File: config.mk
export PLATFORM = sky130hd
export DESIGN_NAME = wdtu_top
export DESIGN_NICKNAME = d
export VERILOG_FILES = /design/src/shared/wdtu_pkg.sv /design/src/verilog/wdtu_sync.sv /design/src/verilog/wdtu_top.sv
export SDC_FILE = /design/constraint.sdc
export NUM_CORES = 1
export LEC_CHECK = 0
export BUFFER_PORTS_ARGS = -buffer_cell sky130_fd_sc_hd__buf_2
export CORE_UTILIZATION = 40
export DETAILED_ROUTE_END_ITERATION = 7
export GPL_ROUTABILITY_DRIVEN = 1
export PLACE_DENSITY = 0.65
export SLEW_MARGIN = 20
export SYNTH_ARGS = -nofsm -noshare
export SYNTH_HDL_FRONTEND = slang
export SYNTH_SLANG_ARGS = --single-unit
File: constraint.sdc
create_clock -name clk -period 2.2 [get_ports clk]
set_input_delay 0 -clock clk [delete_from_list [all_inputs] [get_ports clk]]
set_output_delay 0 -clock clk [all_outputs]
set_load 0.005 [all_outputs]
File: src/shared/wdtu_pkg.sv
// Constants, types and register map of the watchdog with timed unlock
package wdtu_pkg;

    localparam int WDTU_DATA_W = 8;
    localparam int WDTU_ADDR_W = 3;

    // Register offsets
    localparam logic [2:0] WDTU_OFS_CTRL = 3'h0;
    localparam logic [2:0] WDTU_OFS_FLAG = 3'h1;
    localparam logic [2:0] WDTU_OFS_STS = 3'h2;
    localparam logic [2:0] WDTU_OFS_MASK = 3'h3;

    // Control field positions
    localparam int WDTU_CE_BIT = 4;
    localparam int WDTU_EN_BIT = 3;
    localparam int WDTU_PS_LSB = 0;
    localparam int WDTU_PS_W = 3;
    localparam int WDTU_FLAG_BIT = 0;

    // Interrupt event bits
    localparam int WDTU_EV_TMO = 0;
    localparam int WDTU_EV_REF = 1;
    localparam int WDTU_EV_N = 2;

    // Reset values
    localparam logic [2:0] WDTU_PS_RST = 3'h0;
    localparam logic [1:0] WDTU_EV_RST = 2'h0;
    localparam logic [7:0] WDTU_DATA_ZERO = 8'h00;

    // Timing counts
    localparam int WDTU_WIN_CYC = 4;
    localparam logic [1:0] WDTU_WIN_LOAD = 2'(WDTU_WIN_CYC - 1);
    localparam int WDTU_BASE_TICKS = 16384;
    localparam int WDTU_CNT_W = 22;

    // Unlock window state
    typedef enum logic [0:0] {
        WDTU_LOCKED = 1'b0,
        WDTU_OPEN = 1'b1
    } wdtu_lock_e;

    // Control register layout
    typedef struct packed {
        logic [2:0] rsvd;
        logic ce;
        logic en;
        logic [2:0] ps;
    } wdtu_ctrl_s;

endpackage : wdtu_pkg

File: src/verilog/wdtu_sync.sv
// Two-flop synchroniser for pin inputs, one stage pair per bit
`timescale 1ns/10ps
module wdtu_sync
    import wdtu_pkg::*;
#(
    parameter int W = 2 // Number of bits
) (
    input wire logic clk, // System clock
    input wire logic rst_n, // Synchronous reset, active low
    input wire logic clk_en, // Freezes state when low
    input wire logic [W-1:0] async_in, // Pin levels
    output logic [W-1:0] sync_out // Synchronised levels
);

    genvar gi;

    // One synchroniser pair per bit
    generate
        for (gi = 0; gi < W; gi++) begin : g_bit
            logic meta_q;
            logic sync_q;
            always_ff @(posedge clk) begin
                if (!rst_n) begin
                    meta_q <= 1'b0;
                    sync_q <= 1'b0;
                end else if (clk_en) begin
                    meta_q <= async_in[gi];
                    sync_q <= meta_q;
                end
            end
            assign sync_out[gi] = sync_q;
        end
    endgenerate

endmodule : wdtu_sync

File: src/verilog/wdtu_top.sv
// Watchdog timer with timed unlock, reset pulse and event interrupt
`timescale 1ns/10ps
module wdtu_top
    import wdtu_pkg::*;
#(
    parameter int BASE_TICKS = WDTU_BASE_TICKS // Shortest timeout
) (
    input wire logic clk, // System clock, 200 MHz
    input wire logic rst_n, // Chip reset, sync, active low
    input wire logic por_n, // Power-on reset, sync, active low
    input wire logic clk_en, // Freezes all state when low
    input wire logic osc_in, // 1 MHz watchdog oscillator pin
    input wire logic fuse_in, // Always-on fuse, high=programmed
    input wire logic restart_req, // Restart instruction pulse
    input wire logic [WDTU_ADDR_W-1:0] addr, // Register address
    input wire logic [WDTU_DATA_W-1:0] wdata, // Write data
    input wire logic wr, // Write strobe
    input wire logic rd, // Read strobe
    output logic [WDTU_DATA_W-1:0] rdata, // Read data, next cycle
    output logic irq, // Level interrupt
    output logic wdt_rst // One-cycle watchdog reset pulse
);

    // Registers
    wdtu_lock_e lock_q;
    wdtu_lock_e lock_d;
    logic [1:0] win_q;
    logic [1:0] win_d;
    logic en_q;
    logic en_d;
    logic [2:0] ps_q;
    logic [2:0] ps_d;
    logic [WDTU_CNT_W-1:0] cnt_q;
    logic [WDTU_CNT_W-1:0] cnt_d;
    logic osc_prev_q;
    logic flag_q;
    logic flag_d;
    logic [WDTU_EV_N-1:0] sts_q;
    logic [WDTU_EV_N-1:0] sts_d;
    logic [WDTU_EV_N-1:0] mask_q;
    logic [WDTU_EV_N-1:0] mask_d;
    logic [WDTU_DATA_W-1:0] rdata_q;
    logic irq_q;
    logic wdt_rst_q;

    // Synchronised pins
    logic [1:0] pins_s;
    wire osc_s = pins_s[0];
    wire fuse_s = pins_s[1];

    // Oscillator and fuse cross into the system clock domain
    wdtu_sync #(
        .W(2)
    ) u_sync (
        .clk(clk),
        .rst_n(rst_n),
        .clk_en(clk_en),
        .async_in({fuse_in, osc_in}),
        .sync_out(pins_s)
    );

    // Address decode
    wire sel_ctrl = addr == WDTU_OFS_CTRL;
    wire sel_flag = addr == WDTU_OFS_FLAG;
    wire sel_sts = addr == WDTU_OFS_STS;
    wire sel_mask = addr == WDTU_OFS_MASK;
    wire wr_ctrl = wr && sel_ctrl;
    wire wr_flag = wr && sel_flag;
    wire wr_sts = wr && sel_sts;
    wire wr_mask = wr && sel_mask;

    // Written control fields
    wire wd_ce = wdata[WDTU_CE_BIT];
    wire wd_en = wdata[WDTU_EN_BIT];
    wire [2:0] wd_ps = wdata[WDTU_PS_LSB +: WDTU_PS_W];

    // Unlock window
    wire win_open = lock_q == WDTU_OPEN;
    // Opening write sets change-enable and enable together
    wire unlock = wr_ctrl && wd_ce && wd_en;
    // Second write inside the window with change-enable clear
    wire apply = wr_ctrl && win_open && !wd_ce;

    // Effective enable; programmed fuse forces it on
    wire en_eff = en_q || fuse_s;

    // Locked write that tries to disable or retime
    wire try_dis = !wd_en && en_eff;
    wire try_ps = wd_ps != ps_q;
    wire refuse = wr_ctrl && !apply && !unlock
        && (try_dis || try_ps);

    // Unlock window state machine, four cycles open
    always_comb begin
        lock_d = lock_q;
        win_d = win_q;
        case (lock_q)
            WDTU_LOCKED: begin
                if (unlock) begin
                    lock_d = WDTU_OPEN;
                    win_d = WDTU_WIN_LOAD;
                end
            end
            WDTU_OPEN: begin
                if (unlock) begin
                    win_d = WDTU_WIN_LOAD;
                end else if (win_q == 2'h0) begin
                    lock_d = WDTU_LOCKED;
                end else begin
                    win_d = win_q - 2'h1;
                end
            end
            default: begin
                lock_d = WDTU_LOCKED;
                win_d = 2'h0;
            end
        endcase
    end

    // Enable: set freely, cleared only by a window write
    assign en_d = apply ? wd_en
        : (wr_ctrl && wd_en) ? 1'b1
        : en_q;

    // Prescale changes only inside the window
    assign ps_d = apply ? wd_ps : ps_q;

    // Oscillator rising edge gives one tick per period
    wire tick = osc_s && !osc_prev_q;

    // Timeout limit doubles with each prescale step
    wire [WDTU_CNT_W-1:0] base_w = WDTU_CNT_W'(BASE_TICKS);
    wire [WDTU_CNT_W-1:0] limit = base_w << ps_q;
    wire [WDTU_CNT_W-1:0] last = limit - 1'b1;
    wire at_lim = cnt_q >= last;

    // Restart wins over an expiry in the same cycle
    wire timeout = en_eff && tick && at_lim
        && !restart_req;
    wire cnt_clr = !en_eff || restart_req
        || timeout;

    // Counter next value
    assign cnt_d = cnt_clr ? '0
        : tick ? cnt_q + 1'b1
        : cnt_q;

    // Reset flag: set wins over a zero write
    assign flag_d = wdt_rst_q ? 1'b1
        : (wr_flag && !wdata[WDTU_FLAG_BIT]) ? 1'b0
        : flag_q;

    // Interrupt events; set wins over write-one-to-clear
    wire [WDTU_EV_N-1:0] ev = {refuse, timeout};
    wire [WDTU_EV_N-1:0] w1c = wr_sts ? wdata[WDTU_EV_N-1:0]
        : WDTU_EV_RST;
    assign sts_d = (sts_q & ~w1c) | ev;
    assign mask_d = wr_mask ? wdata[WDTU_EV_N-1:0] : mask_q;

    // Control readback, reserved bits zero
    wdtu_ctrl_s ctrl_rd;
    assign ctrl_rd.rsvd = 3'h0;
    assign ctrl_rd.ce = win_open;
    assign ctrl_rd.en = en_eff;
    assign ctrl_rd.ps = ps_q;

    // Read mux, unmapped reads zero
    wire [7:0] flag_rd = {7'h00, flag_q};
    wire [7:0] sts_rd = {6'h00, sts_q};
    wire [7:0] mask_rd = {6'h00, mask_q};
    wire [7:0] rd_mux = sel_ctrl ? ctrl_rd
        : sel_flag ? flag_rd
        : sel_sts ? sts_rd
        : sel_mask ? mask_rd
        : WDTU_DATA_ZERO;
    wire [7:0] rdata_d = rd ? rd_mux : WDTU_DATA_ZERO;

    // Control state and counter; chip reset clears counter
    always_ff @(posedge clk) begin
        if (!rst_n) begin
            lock_q <= WDTU_LOCKED;
            win_q <= 2'h0;
            en_q <= 1'b0;
            ps_q <= WDTU_PS_RST;
            cnt_q <= '0;
            osc_prev_q <= 1'b0;
        end else if (clk_en) begin
            lock_q <= lock_d;
            win_q <= win_d;
            en_q <= en_d;
            ps_q <= ps_d;
            cnt_q <= cnt_d;
            osc_prev_q <= osc_s;
        end
    end

    // Reset pulse, interrupt and read data
    always_ff @(posedge clk) begin
        if (!rst_n) begin
            wdt_rst_q <= 1'b0;
            sts_q <= WDTU_EV_RST;
            mask_q <= WDTU_EV_RST;
            irq_q <= 1'b0;
            rdata_q <= WDTU_DATA_ZERO;
        end else if (clk_en) begin
            wdt_rst_q <= timeout;
            sts_q <= sts_d;
            mask_q <= mask_d;
            irq_q <= |(sts_d & mask_d);
            rdata_q <= rdata_d;
        end
    end

    // Reset flag survives chip reset, cleared by power-on
    always_ff @(posedge clk) begin
        if (!por_n) begin
            flag_q <= 1'b0;
        end else if (clk_en) begin
            flag_q <= flag_d;
        end
    end

    // Outputs
    assign rdata = rdata_q;
    assign irq = irq_q;
    assign wdt_rst = wdt_rst_q;
endmodule : wdtu_top

## Word-level counts from Yosys, hierarchy flattened

Index checks and enable logic that the tools add are counted.

| word-level totals | value |
|---|---|
| register bits after elaboration | 49 |
| bits in latches | 0 |
| bits in writable memories | 0 |
| bits in read-only memories | 0 |
| input bits | 20 |
| output and inout port bits | 10 |
| logic and storage cells | 94 |
| memories | 0 |

| operators by class | value |
|---|---|
| $add $sub $neg | 3 |
| $mul | 0 |
| div/mod/pow operators | 0 |
| magnitude comparators | 1 |
| equality and inequality tests | 6 |
| shift operators | 1 |
| mux-type cells | 21 |
| bitwise operators | 5 |
| reductions and logical operators | 41 |

Operators by type and width:

| kind | count |
|---|---|
| $mux W22 | 2 |
| $add A22 B1 Y22 const B | 1 |
| $ge A22 B22 Y1 | 1 |
| $shl A15 B3 Y22 const A | 1 |
| $sub A22 B1 Y22 const B | 1 |
| $logic_and A1 B1 Y1 | 18 |
| $mux W2 | 8 |
| $mux W5 | 2 |
| $logic_not A1 Y1 | 8 |
| $reduce_and A2 Y1 | 4 |
| $mux W1 | 7 |
| $eq A3 B2 Y1 const B | 2 |
| $reduce_bool A2 Y1 | 3 |
| $and A2 B2 Y2 | 2 |
| $logic_or A1 B1 Y1 | 4 |
| $pmux W2 S2 | 1 |
| $eq A3 B1 Y1 const B | 1 |
| $logic_not A3 Y1 | 1 |
| $ne A3 B3 Y1 | 1 |
| $ne A3 B3 Y1 const B | 1 |
| $reduce_and A3 Y1 | 1 |
| $logic_not A2 Y1 | 1 |
| $ne A2 B2 Y1 const B | 1 |
| $not A2 Y2 | 1 |
| other kinds (5) | 5 |

## Longest topological paths before layout

| depth | value |
|---|---|
| depth after elaboration | 11 |
| mapped depth | 10 |
| gate-level depth less buffers | 8 |

## Hierarchy

Synthesis repeated with hierarchy kept, for this count alone.

| unflattened totals | value |
|---|---|
| cell total of the unflattened synthesis | 295 |
| area total of the unflattened synthesis | 2623.8 um^2 |

Modules (own cells, without submodules):

| module | instances | cells each | area an instance (um^2) | seq. area each (um^2) |
|---|---|---|---|---|
| wdtu_top | 1 | 280 | 2452.4 | 840.8 |
| wdtu_sync | 1 | 15 | 171.4 | 80.1 |

## Least setup slack after synthesis

OpenSTA, ideal clock, no wires.

| timing | value |
|---|---|
| kind | register to register |
| start | reg ps_q[2] |
| end | reg cnt_q[13] |
| setup time | 0.117 ns |
| arrival | 2.087 ns |
| data required time | 2.083 ns |
| path slack | -0.004 ns |
| cell stages (with the launch flop) | 11 |
| buffers on the path | 2 |
| clock period less this slack | 2.204 ns |
| cell sequence | dfxtp_1 -> clkbuf_1 -> o21ai_0 -> ha_1 -> nand4_1 -> nor3_1 -> a31oi_4 -> and3_2 -> o21ai_2 -> buf_4 -> o21ai_1 |

| on the way | value |
|---|---|
| word-level cells in the longest chain between the ends | 8 |
| elaborated cells on any way between the ends | 9 |
| classes of those cells | add/sub (1); order compare (1); shift (1); mux (1); reduce/logical (5) |

RTL lines:

| element | RTL line | RTL |
|---|---|---|
| start, declared | wdtu_top.sv:31 | `logic [2:0] ps_q;` |
| start signal, assigned | wdtu_top.sv:191 | `ps_q <= ps_d;` |
| $shl A15 B3 Y22 * | wdtu_top.sv:133 | `wire [WDTU_CNT_W-1:0] limit = base_w << ps_q;` |
| $sub A22 B1 Y22 * | wdtu_top.sv:134 | `wire [WDTU_CNT_W-1:0] last = limit - 1'b1;` |
| $ge A22 B22 Y1 * | wdtu_top.sv:135 | `wire at_lim = cnt_q >= last;` |
| $logic_and A1 B1 Y1 * | wdtu_top.sv:138 | `wire timeout = en_eff && tick && at_lim` |
| $logic_and A1 B1 Y1 * | wdtu_top.sv:139 | `&& !restart_req;` |
| $logic_or A1 B1 Y1 * | wdtu_top.sv:141 | `\|\| timeout;` |
| $reduce_bool A2 Y1 (no line) | - |  |
| $reduce_and A2 Y1 (no line) | - |  |
| end signal, assigned | wdtu_top.sv:192 | `cnt_q <= cnt_d;` |
| end, declared | wdtu_top.sv:33 | `logic [WDTU_CNT_W-1:0] cnt_q;` |

Every way passes the cells marked *; elsewhere a longest branch is shown, timed or not.
A chain may end at the register's enable or synchronous reset.

## Worst setup path after layout

| timing | value |
|---|---|
| start | reg ps_q[2] |
| end | reg cnt_q[2] |

The elaborated chain is that of the path after synthesis.

==> results.yml <==
synthesis:
  synth-compound-area-share_pct: 14.27
  yosys.area.top_type_share_pct: 37.51
  syn_area_sq_mm: 0.002455
  synth_cell_types: 51
  seq_area_frac_synth_pct: 37.51
  synthMuxAreaShare_pct: 5.759
  synth_top_family_by_area: "simple AND/OR/NAND/NOR gates"
  synth_top_cell_by_area: "dfxtp_1"
  ys_warn_count: 0
  synthXorXnorAreaFrac_pct: 7.849
  ys_seq_elements: 46
  synth.area.top_cells: "dfxtp_1 (38%), xor2_1 (5.4%), mux2i_1 (5.3%)"
  yosys.area_share.simple_pct: 25.08
  synth_fa_ha_area_share_pct: 5.097
  synth_area_per_cell_sq_um: 8.767
  async_flop_share_pct: 0
  synth_edf_count: 0
  synthCells: 280
  synthFlopType: "dfxtp_1"
timing:
  final.min_clock_period_ps: 2043
  setup_viol: 0
  fin_crit_sh_pct: 92.85
  hold_viol_final: 0
  fin_tns_setup_ps: 0
  drv_slew: 0
  finClkSkew_ps: 4.714
  max_freq_ghz: 0.4896
  grt_setup_unrepaired: "no"
run_status:
  status: "finished clean"
floorplanning:
  die-area_sq_mm: 0.006455
  core_area_sq_mm: 0.005921
  die_h_microns: 80.34
  start_util_pct: 41.46
  rows: 28
  ios: 30
  die_w_microns: 80.34
job:
  max_cap_violations: 0
setup_path:
  critPathMaxFanout: 7
  worstPathRequired_ps: 2400
  path_common_cell: "buf_4"
  critPathLaunchType: "register"
  max_stage_delay_ps: 370
  cp_cell_sequence: "buf_4 > inv_1 > ha_1 > nand3_1 > nor3_2 > a31oi_4 > and3_2 > o21ai_2 > buf_4 > nor2_1"
  critPathSlowestCell: "dfxtp_2"
  arrival_ps: 2240
  path_class: "reg -> reg"
  cp-end-kind: "register"
cts:
  ctsHtreeMaxLevel: 2
  post_cts_buffers: 0
  clock-root-buffer: "clkbuf_8"
  cts_made_buffers: 5
  cts_tree: "done"
  clk_path_buf_depth: 2
  cts_sinks: 46
  clkTransAtPathRegs_ps: 80
  clk_latency_ps: 300
global_routing:
  grt_max_degree: 29
  grt_pass1_wl_microns: 8466
  antenna_found_initial: 0
  grt_use_total_pct: 17.01
  grt_overflow: 0
  grt_pass1_vias: 1838
route:
  routedWlPerCell_microns: 13.01
  viasPerCell: 5.186
  vias: 2007
  drtPass1Iterations: 4
  routed_wl_microns: 5034
  drc: 0
  drt_iter0_drc: 102
  ant_nets: 0
finish:
  drive_above_1_share_pct: 19.23
  antennaDiodeCount: 0
  fillers: 571
  fin_cells: 387
  synthToLayoutAreaGrowth_pct: 15.95
  final_cell_area_sq_mm: 0.002846
  nets: 341
placement:
  hpwlAfterDp_microns: 3701
  port_buffers: 23
  placedCellCount: 375
  placed_cell_area_sq_mm: 0.002684
  gp_congestion: 0.8087
power:
  p_per_area_mw_per_mm2: 559.0
  p_leak_nw: 1.084
  ir_drop_uv: 367.1
  finalPower_mw: 1.591
worst_hold_path:
  hold_class: "in -> reg"
synth_stat cells, drive strengths merged (2+ instances only):
| library cell | instances |
|---|---|
| nand2 | 26 |
| mux2i | 13 |
| and2 | 4 |
| nand3 | 16 |
| clkbuf | 8 |
| o21ai | 11 |
| nor2 | 28 |
| xnor2 | 7 |
| nor2b | 16 |
| dfxtp | 46 |
| conb | 2 |
| nor3 | 4 |
| xor2 | 15 |
| ha | 10 |
| inv | 5 |
| nor3b | 2 |
| a22oi | 4 |
| nand4 | 11 |
| a21boi | 5 |
| nand2b | 4 |
| o211a | 2 |
| buf | 8 |
| and3 | 5 |
| a21oi | 10 |
layer usage:
metal,GRT usage [%],part of all wire (%),vias up
li1,-,-,1029
met1,22.00,50,927
met2,27.80,45,43
met3,3.523,3.6,8
met4,5.893,1.3,0
met5,0,0,-
kinds of logic after synthesis:
| family | Yosys count |
|---|---|
| compound gates | 45 |
| xor+xnor | 22 |
| fa+ha+maj | 10 |
| buf+inv | 21 |
| flops | 46 |
| mux | 14 |
| other cells | 2 |
| simple gates | 120 |
final timing paths:
path                    startpoint  depth (start not counted)                     to  slack, ps
max           ps_q[2]$_SDFFE_PN0P_                         10  cnt_q[2]$_SDFFE_PN0P_        160
min                       wdata[1]                          3   ps_q[1]$_SDFFE_PN0P_         40
max reg2reg   ps_q[2]$_SDFFE_PN0P_                         10  cnt_q[2]$_SDFFE_PN0P_        160
min reg2reg  sts_q[0]$_SDFFE_PN0P_                          2  sts_q[0]$_SDFFE_PN0P_        480
metrics by stage:
stage | hold slack [ps] | util, % | worst slack (ps)
floorplan | 128.2 | - | 21.55
global placement | 213.9 | 45.33 | 53.43
detailed placement | 225.0 | 45.33 | 17.84
CTS | 28.40 | 47.95 | 76.43
global route | 38.80 | 48.08 | 7.484
finish | 42.39 | 48.08 | 157.3
cells in the final DEF (no fill, tap or decap), types with 10 or more instances in the layout:
| master | Yosys | final |
|---|---|---|
| buf_2 | 3 | 23 |
| buf_4 | 5 | 10 |
| dfxtp_1 | 46 | 44 |
| ha_1 | 10 | 10 |
| mux2i_1 | 13 | 13 |
| nand2_1 | 26 | 26 |
| nand3_1 | 16 | 16 |
| nand4_1 | 11 | 11 |
| nor2_1 | 28 | 28 |
| nor2b_1 | 16 | 16 |
| xor2_1 | 15 | 15 |
where the power goes:
part / internal (mW) / total, mW / leakage, nW / switching (mW)
Clock: 0.339 / 0.622 / 0.0514 / 0.283
Sequential: 0.841 / 0.847 / 0.373 / 0.00628
Combinational: 0.0554 / 0.122 / 0.660 / 0.0669
flip-flops by register name (all words and copies together) (netlist names):
register	count
cnt_q	22
rdata	5
ps_q	3
mask_q	2
sts_q	2
u_sync.g_bit.meta_q	2
u_sync.g_bit.sync_q	2
win_q	2
en_q	1
flag_q	1
irq	1
lock_q	1
osc_prev_q	1
wdt_rst	1
final cells by class:
| type | instances | area, sq um | share of cell area, % |
|---|---|---|---|
| Multi-Input combinational cell | 215 | 1450 | 50.95 |
| Sequential cell | 46 | 923.4 | 32.44 |
| Timing Repair Buffer | 38 | 250.2 | 8.791 |
| Tap cell | 75 | 93.84 | 3.297 |
| Clock buffer | 6 | 72.57 | 2.549 |
| Clock inverter | 2 | 37.54 | 1.319 |
| Inverter | 5 | 18.77 | 0.6593 |
what timing repair did:
action | 4_1_cts | 5_1_grt
gates resized for setup | 1 | 3
hold endpoints to repair | 4 | 0
pin swaps | 0 | 1
hold buffers | 4 | 0
endpoints found under the setup margin | 3 | 8
worst max-delay path: cells and delay by family (launching register included):
kind	cells	cell delay [ps]
AOI/OAI and AO/OA	2	320
adders and majority gates	1	310
and+or+nand+nor	4	580
DFF	1	370
buffers and inverters	3	360
No activity file was read; power rests on OpenSTA's default activity.
